==> src/core/tcoc_cfg.svh <==
// Register map and field positions for the compare output control block
`ifndef TCOC_CFG_SVH
`define TCOC_CFG_SVH
`define TCOC_OUT_CTRL_ADDR 4'h0
`define TCOC_EDGE_SEL_ADDR 4'h4
`define TCOC_PIN_STAT_ADDR 4'h8
`define TCOC_OUT_CTRL_RST 8'h00
`define TCOC_EDGE_SEL_RST 4'h0
`define TCOC_FIXED_B_POS 6
`define TCOC_FIXED_A_POS 4
`define TCOC_GENERAL_B_POS 2
`define TCOC_GENERAL_A_POS 0
`define TCOC_EDGE_B_POS 2
`define TCOC_EDGE_A_POS 0
`define TCOC_RESP_OKAY 2'h0
`define TCOC_RESP_SLVERR 2'h2
`endif

==> src/core/tcoc_pkg.sv <==
// Types for the compare output control block
package tcoc_pkg;
   typedef enum logic [1:0] {
      TCOC_ACT_OFF = 2'h0,
      TCOC_ACT_LOW = 2'h1,
      TCOC_ACT_HIGH = 2'h2,
      TCOC_ACT_TOGGLE = 2'h3
   } tcoc_act_type;

   typedef struct packed {
      logic fixed_compare_b;
      logic fixed_compare_a;
      logic general_compare_b;
      logic general_compare_a;
   } tcoc_match_type;

   typedef struct packed {
      logic [7:0] out_ctrl;
      logic [3:0] edge_sel;
      logic [3:0] pin;
      logic [3:0] pin_oe;
      logic awvalid_seen;
      logic [3:0] awaddr;
      logic wvalid_seen;
      logic [31:0] wdata;
      logic [3:0] wstrb;
      logic awready;
      logic wready;
      logic bvalid;
      logic [1:0] bresp;
      logic arready;
      logic rvalid;
      logic [31:0] rdata;
      logic [1:0] rresp;
   } tcoc_state_type;
endpackage

==> src/core/tcoc_top.sv <==
// Compare-match output control for one timer channel, AXI4-Lite slave
// Functional notes
// - Bits 7:6 pick off, low, high or toggle for fixed compare b.
// - Bits 5:4 pick the same actions for fixed compare a.
// - Bits 3:2 pick the same actions for general compare b.
// - Bits 1:0 pick the same actions for general compare a.
// - Channels 2 and 3 have no toggle; code 11 drives high.
// - General b output is off while its edge select is nonzero.
// - General a output is off while its edge select is nonzero.
// - Control register is eight bits, read-write, resets to zero.
// - General registers compare after reset; nonzero edge select means capture.
`timescale 1ns/10ps
`include "tcoc_cfg.svh"
module tcoc_top
   import tcoc_pkg::*;
#(
   parameter int CHANNEL = 4
) (
   input wire logic mclk,
   input wire logic sys_rst,
   input wire tcoc_match_type match,
   input wire logic [3:0] s_axi_awaddr,
   input wire logic s_axi_awvalid,
   output logic s_axi_awready,
   input wire logic [31:0] s_axi_wdata,
   input wire logic [3:0] s_axi_wstrb,
   input wire logic s_axi_wvalid,
   output logic s_axi_wready,
   output logic [1:0] s_axi_bresp,
   output logic s_axi_bvalid,
   input wire logic s_axi_bready,
   input wire logic [3:0] s_axi_araddr,
   input wire logic s_axi_arvalid,
   output logic s_axi_arready,
   output logic [31:0] s_axi_rdata,
   output logic [1:0] s_axi_rresp,
   output logic s_axi_rvalid,
   input wire logic s_axi_rready,
   output logic [3:0] cmp_pin,
   output logic [3:0] cmp_pin_oe
);
   // Only channels 2 to 5 carry this register
   if (CHANNEL < 2 || CHANNEL > 5) begin : gen_bad_channel
      $error("tcoc_top: CHANNEL must be 2 to 5");
   end

   localparam int SRC_COUNT = 4;
   localparam int DATA_W = 32;
   localparam int CTRL_W = 8;
   localparam int EDGE_W = 4;
   localparam logic NO_TOGGLE = (CHANNEL == 2) || (CHANNEL == 3);

   tcoc_state_type state_reg;
   tcoc_state_type state_next;

   function automatic logic apply_act(input logic [1:0] act, input logic cur);
      logic res;
      res = cur;
      unique case (tcoc_act_type'(act))
         TCOC_ACT_OFF: res = cur;
         TCOC_ACT_LOW: res = 1'b0;
         TCOC_ACT_HIGH: res = 1'b1;
         TCOC_ACT_TOGGLE: res = NO_TOGGLE ? 1'b1 : ~cur;
      endcase
      return res;
   endfunction

   logic [3:0] hit;
   logic [1:0] act [SRC_COUNT];
   logic [3:0] enab;
   logic [DATA_W-1:0] rd_word;
   logic [CTRL_W-1:0] wr_ctrl;
   logic [1:0] edge_b;
   logic [1:0] edge_a;
   logic capture_b;
   logic capture_a;
   logic aw_take;
   logic w_take;
   logic wr_commit;
   logic b_take;
   logic ar_take;
   logic r_take;
   logic aw_mapped;
   logic ar_mapped;

   always_comb begin
      act[3] = state_reg.out_ctrl[`TCOC_FIXED_B_POS +: 2];
      act[2] = state_reg.out_ctrl[`TCOC_FIXED_A_POS +: 2];
      act[1] = state_reg.out_ctrl[`TCOC_GENERAL_B_POS +: 2];
      act[0] = state_reg.out_ctrl[`TCOC_GENERAL_A_POS +: 2];
      hit = {match.fixed_compare_b, match.fixed_compare_a,
             match.general_compare_b, match.general_compare_a};
      enab[3] = act[3] != 2'h0;
      enab[2] = act[2] != 2'h0;
      // Edge select fields of the general registers
      edge_b = state_reg.edge_sel[`TCOC_EDGE_B_POS +: 2];
      edge_a = state_reg.edge_sel[`TCOC_EDGE_A_POS +: 2];
      capture_b = edge_b != 2'h0;
      capture_a = edge_a != 2'h0;
      enab[1] = (act[1] != TCOC_ACT_OFF) && !capture_b;
      enab[0] = (act[0] != TCOC_ACT_OFF) && !capture_a;
   end

   // Handshake strobes of the register bus
   always_comb begin
      aw_take = s_axi_awvalid && state_reg.awready;
      w_take = s_axi_wvalid && state_reg.wready;
      wr_commit = state_reg.awvalid_seen && state_reg.wvalid_seen && !state_reg.bvalid;
      b_take = state_reg.bvalid && s_axi_bready;
      ar_take = s_axi_arvalid && state_reg.arready;
      r_take = state_reg.rvalid && s_axi_rready;
      aw_mapped = (state_reg.awaddr == `TCOC_OUT_CTRL_ADDR) ||
                  (state_reg.awaddr == `TCOC_EDGE_SEL_ADDR) ||
                  (state_reg.awaddr == `TCOC_PIN_STAT_ADDR);
      ar_mapped = (s_axi_araddr == `TCOC_OUT_CTRL_ADDR) ||
                  (s_axi_araddr == `TCOC_EDGE_SEL_ADDR) ||
                  (s_axi_araddr == `TCOC_PIN_STAT_ADDR);
   end

   always_comb begin
      state_next = state_reg;
      wr_ctrl = state_reg.out_ctrl;
      rd_word = 32'h0000_0000;
      for (int i = 0; i < SRC_COUNT; i++) begin
         state_next.pin_oe[i] = enab[i];
         if (enab[i] && hit[i]) begin
            state_next.pin[i] = apply_act(act[i], state_reg.pin[i]);
         end
      end
      // Write channels, taken in either order
      if (aw_take) begin
         state_next.awvalid_seen = 1'b1;
         state_next.awaddr = s_axi_awaddr;
         state_next.awready = 1'b0;
      end
      if (w_take) begin
         state_next.wvalid_seen = 1'b1;
         state_next.wdata = s_axi_wdata;
         state_next.wstrb = s_axi_wstrb;
         state_next.wready = 1'b0;
      end
      // Write lands one cycle after both channels are taken
      if (wr_commit) begin
         state_next.bvalid = 1'b1;
         state_next.bresp = aw_mapped ? `TCOC_RESP_OKAY : `TCOC_RESP_SLVERR;
         state_next.awvalid_seen = 1'b0;
         state_next.wvalid_seen = 1'b0;
         unique case (state_reg.awaddr)
            `TCOC_OUT_CTRL_ADDR: begin
               if (state_reg.wstrb[0]) begin
                  wr_ctrl = state_reg.wdata[CTRL_W-1:0];
               end
               state_next.out_ctrl = wr_ctrl;
            end
            `TCOC_EDGE_SEL_ADDR: begin
               if (state_reg.wstrb[0]) begin
                  state_next.edge_sel = state_reg.wdata[EDGE_W-1:0];
               end
            end
            // Pin status is read only; other offsets hold nothing
            default: wr_ctrl = state_reg.out_ctrl;
         endcase
      end
      if (b_take) begin
         state_next.bvalid = 1'b0;
         state_next.awready = 1'b1;
         state_next.wready = 1'b1;
      end
      // Read channel, data chosen from the live read address
      unique case (s_axi_araddr)
         `TCOC_OUT_CTRL_ADDR: rd_word = DATA_W'(state_reg.out_ctrl);
         `TCOC_EDGE_SEL_ADDR: rd_word = DATA_W'(state_reg.edge_sel);
         `TCOC_PIN_STAT_ADDR: rd_word = DATA_W'({state_reg.pin_oe, state_reg.pin});
         default: rd_word = '0;
      endcase
      if (ar_take) begin
         state_next.arready = 1'b0;
         state_next.rvalid = 1'b1;
         state_next.rdata = rd_word;
         state_next.rresp = ar_mapped ? `TCOC_RESP_OKAY : `TCOC_RESP_SLVERR;
      end
      if (r_take) begin
         state_next.rvalid = 1'b0;
         state_next.arready = 1'b1;
      end
   end

   always_ff @(posedge mclk or posedge sys_rst) begin
      if (sys_rst) begin
         state_reg <= '0;
         state_reg.out_ctrl <= `TCOC_OUT_CTRL_RST;
         state_reg.edge_sel <= `TCOC_EDGE_SEL_RST;
         state_reg.awready <= 1'b1;
         state_reg.wready <= 1'b1;
         state_reg.arready <= 1'b1;
      end else begin
         state_reg <= state_next;
      end
   end

   assign s_axi_awready = state_reg.awready;
   assign s_axi_wready = state_reg.wready;
   assign s_axi_bvalid = state_reg.bvalid;
   assign s_axi_bresp = state_reg.bresp;
   assign s_axi_arready = state_reg.arready;
   assign s_axi_rvalid = state_reg.rvalid;
   assign s_axi_rdata = state_reg.rdata;
   assign s_axi_rresp = state_reg.rresp;
   assign cmp_pin = state_reg.pin;
   assign cmp_pin_oe = state_reg.pin_oe;
endmodule

==> config.mk <==
export PLATFORM = sky130hd
export DESIGN_NAME = tcoc_top
export DESIGN_NICKNAME = d
export VERILOG_FILES = /design/src/core/tcoc_pkg.sv /design/src/core/tcoc_top.sv
export VERILOG_INCLUDE_DIRS = /design/src /design/src/core
export SDC_FILE = /design/constraint.sdc
export NUM_CORES = 1
export LEC_CHECK = 0
export BUFFER_PORTS_ARGS = -buffer_cell sky130_fd_sc_hd__buf_2
export CELL_PAD_IN_SITES_DETAIL_PLACEMENT = 0
export CELL_PAD_IN_SITES_GLOBAL_PLACEMENT = 1
export CORE_ASPECT_RATIO = 1.2
export CORE_UTILIZATION = 37
export CTS_BUF_LIST = sky130_fd_sc_hd__clkbuf_8
export DETAILED_ROUTE_END_ITERATION = 12
export PLACE_DENSITY = 0.85
export RECOVER_POWER = 100
export SLEW_MARGIN = 0
export SYNTH_ARGS = -nofsm -noshare
export SYNTH_HDL_FRONTEND = slang
export SYNTH_SLANG_ARGS = --single-unit
==> constraint.sdc <==
create_clock -name mclk -period 2.1 [get_ports mclk]
set_input_delay 0.525 -clock mclk [delete_from_list [all_inputs] [get_ports mclk]]
set_output_delay 0.525 -clock mclk [all_outputs]
set_load 0.01 [all_outputs]
==> results.md <==
* Status: finished, final reports clean
* Final HPWL DP at 3.06 mm
* Largest register FFs at 15
* Number of fill cells at 627
* Die height at 90.0 µm
* Gate power share at 24.4%
* Final core utilization at 41.6%
* Largest net degree at the start of global routing at 27
* Cell Int Power at 1890 µW
* # rows at 31
* Hold Vio Cnt, Final at 0
* Cells after Synth at 201
* TritonCTS Buffers at 5
* Yosys warns at 0
* Worst-Skew Late Latency at 0.30 ns
* Switch Pwr at 868 µW
* Total Routed Length at 3.95 mm
* Non-Filler Instances at 322
* DR iter-0 viols at 92
* Slew margin rel. at 39.4%
* Footprint of the multi-input gates at 846 µm²
* Crit-path max FO at 4
* Reg power frac at 55.5%
* Clk slew on worst S/H paths at 0.09 ns
* Layout Nets at 294
* Slew Viols, Final at 0
* Mean area per synthesized cell at 11.9 µm²
* Grt total ovfl at 0
* Mapped Area at 2390 µm²
* Critical path class: register to register
* Worst-Margin Slew at 0.908 ns
* Initial core utilization at 39.0%
* Layout Area Growth over Synthesis at 6.81%
* Setup ws final at 0.209 ns
* First-pass GRT wire length at 6.44 mm
* Pwr dens at 1080 nW/µm²
* Startpoint types: register
* Unrepaired setup endpoints after global routing: false
* Worst Hold Class: input pin to async pin
* Proportion of layout cells with a drive suffix above 1 at 26.7%
* Clock tree buffer depth at 2
* CP required at 2.29 ns
* IO Pins at 104
* Synth cell types at 30
* Cells after DPL at 314
* DR WL/cell at 12.3 µm
* Final Cycle Share at 90.1%
* Final TNS setup at 0 ns
* Vias per cell at 4.48
* Post-CTS setup buffers at 0
* Inserted Diodes at 0
* PortBufs at 50
* CTS Root Cell: clkbuf_8
* Final ANT Viol Nets at 0
* TritonCTS clock tree: yes
* Peak VDD IR at 0.656 mV
* Yosys reg bits at 50
* CORE AREA at 6130 µm²
* Post-route cell area at 2550 µm²
* R2r setup slk at 0.21 ns
* Seq/Total Area, Yosys at 52.6%
* DRC Markers at 0
* Die ar. at 6780 µm²
* Initial DRT Pass Iterations at 4
* Worst r2r src: state_reg[78]$_DFFE_PP0P_
* GRT Total Usage at 12.6%
* Reg2Reg Depth at 3
* Final GP Congestion at 0.706
* Final worst path period need at 1.89 ns
* Vias in the first global route at 1397
* # H-tree levels at 2
* MaxCap Viol Count at 0
* Slowest-stage cell, CP: or4b_1
* Post-Place Cell Area at 2520 µm²
* Vias at 1442
* Cts-stage hold buffer count at 0
* Worst Skew at 0.00848 ns
* Antenna violations before repair at 0
* Lkg Pwr at 0.00121 µW
* Final setup fails at 0
* WP data arrival at 2.08 ns
* Most frequent cells in the layout: 47 x dfrtp_1, 27 x buf_2, 26 x conb_1, 25 x mux2_2, 24 x clkbuf_1
* Die X at 75.3 µm
* Pre-CTS setup slack at 0.278 ns
* Clock share of power at 20.1%
* Sink Count at 50
* CP cell instances: or4b_1 -> or3_1 -> mux2_1
* Sequential cell area at 1250 µm²
* Crit-path max cell delay at 0.59 ns
* Commonest non-fill, non-tap cell in the layout: dfrtp_1
* Switch share at 31.5%
* Crit end category: register
* Resize count post-CTS at 0
* Fmax at 529 MHz
* Worst r2r dst: edge_b[0]$_DFFE_PP0P_
[layout make-up]
cell class                      count  area share (%)
Clock buffer                        6            3.24
Clock inverter                      2           0.294
Inverter                            7            1.03
Multi-Input combinational cell    123            33.2
Sequential cell                    50            49.2
Tap cell                           82            4.02
Timing Repair Buffer               52            9.03
[kinds of logic after synthesis]
group / count (synthesis) / synth area share, %
AO/OA/AOI/OAI: 28 / 7.39
buffers and inverters: 53 / 15.3
flip-flops: 50 / 52.6
multiplexers: 34 / 16.4
other: 1 / 0.157
AND/OR/NAND/NOR: 35 / 8.23
[synthesized netlist by cell type, drive strengths merged]
master	number	area (µm²)
o21ai	13	65.1
conb	1	3.75
a21boi	3	22.5
mux2	29	342
a31oi	2	12.5
a21oi	4	20.0
dfrtp	47	1180
nand3	1	5.00
inv	7	26.3
or2	2	12.5
or4b	1	13.8
nand2	14	52.6
a32oi	2	17.5
nor4	1	6.26
clkbuf	2	7.51
and3	1	6.26
mux2i	5	50.1
a2111o	1	11.3
nor3	5	36.3
a211oi	1	7.51
buf	44	330
nor2	4	15.0
nand3b	1	7.51
nor4b	2	17.5
nor2b	2	12.5
dfstp	3	78.8
a222oi	2	20.0
or3	1	11.3
[metal layers]
| layer | up-vias | GRT usage [%] | routed length (µm) | share of wire (%) |
|---|---|---|---|---|
| met5 | - | 0 | 0 | 0 |
| met4 | 0 | 3.24 | 41 | 1.0 |
| met3 | 8 | 4.71 | 294 | 7.4 |
| met2 | 53 | 19.9 | 1880 | 48 |
| met1 | 681 | 16.0 | 1730 | 44 |
| li1 | 700 | - | - | - |
[worst max-delay path by stage]
stage / start / end / slack (ns) / cells after the start
floorplan: sys_rst / act[0]$_DFFE_PP0P_ / 0.38 / 1
global placement: state_reg[78]$_DFFE_PP0P_ / act[4]$_DFFE_PP0P_ / 0.31 / 3
detailed placement: state_reg[78]$_DFFE_PP0P_ / act[4]$_DFFE_PP0P_ / 0.28 / 3
CTS: state_reg[78]$_DFFE_PP0P_ / act[5]$_DFFE_PP0P_ / 0.26 / 3
global route: state_reg[78]$_DFFE_PP0P_ / edge_b[0]$_DFFE_PP0P_ / 0.14 / 3
finish: state_reg[78]$_DFFE_PP0P_ / edge_b[0]$_DFFE_PP0P_ / 0.21 / 3
[worst max-delay path: cells and delay by family, from the launching register on]
kind / cells / cell delay [ns]
DFF: 1 / 0.39
muxes: 1 / 0.35
and+or+nand+nor: 2 / 1.04
[power by group through the flow]
stage / combinational (µW) / sequential, µW / clock (µW)
floorplan: 663 / 1500 / 0
global route: 759 / 1580 / 614
global placement: 717 / 1540 / 0
finish: 674 / 1530 / 553
CTS: 741 / 1540 / 583
detailed placement: 741 / 1560 / 0
[through the flow]
| step | hold slack [ns] | total power [µW] |
|---|---|---|
| global placement | 0.460 | 2260 |
| finish | 0.406 | 2760 |
| detailed placement | 0.467 | 2300 |
| CTS | 0.266 | 2870 |
| global route | 0.407 | 2960 |
| floorplan | 0.449 | 2160 |
No activity file was read; power rests on OpenSTA's default activity.
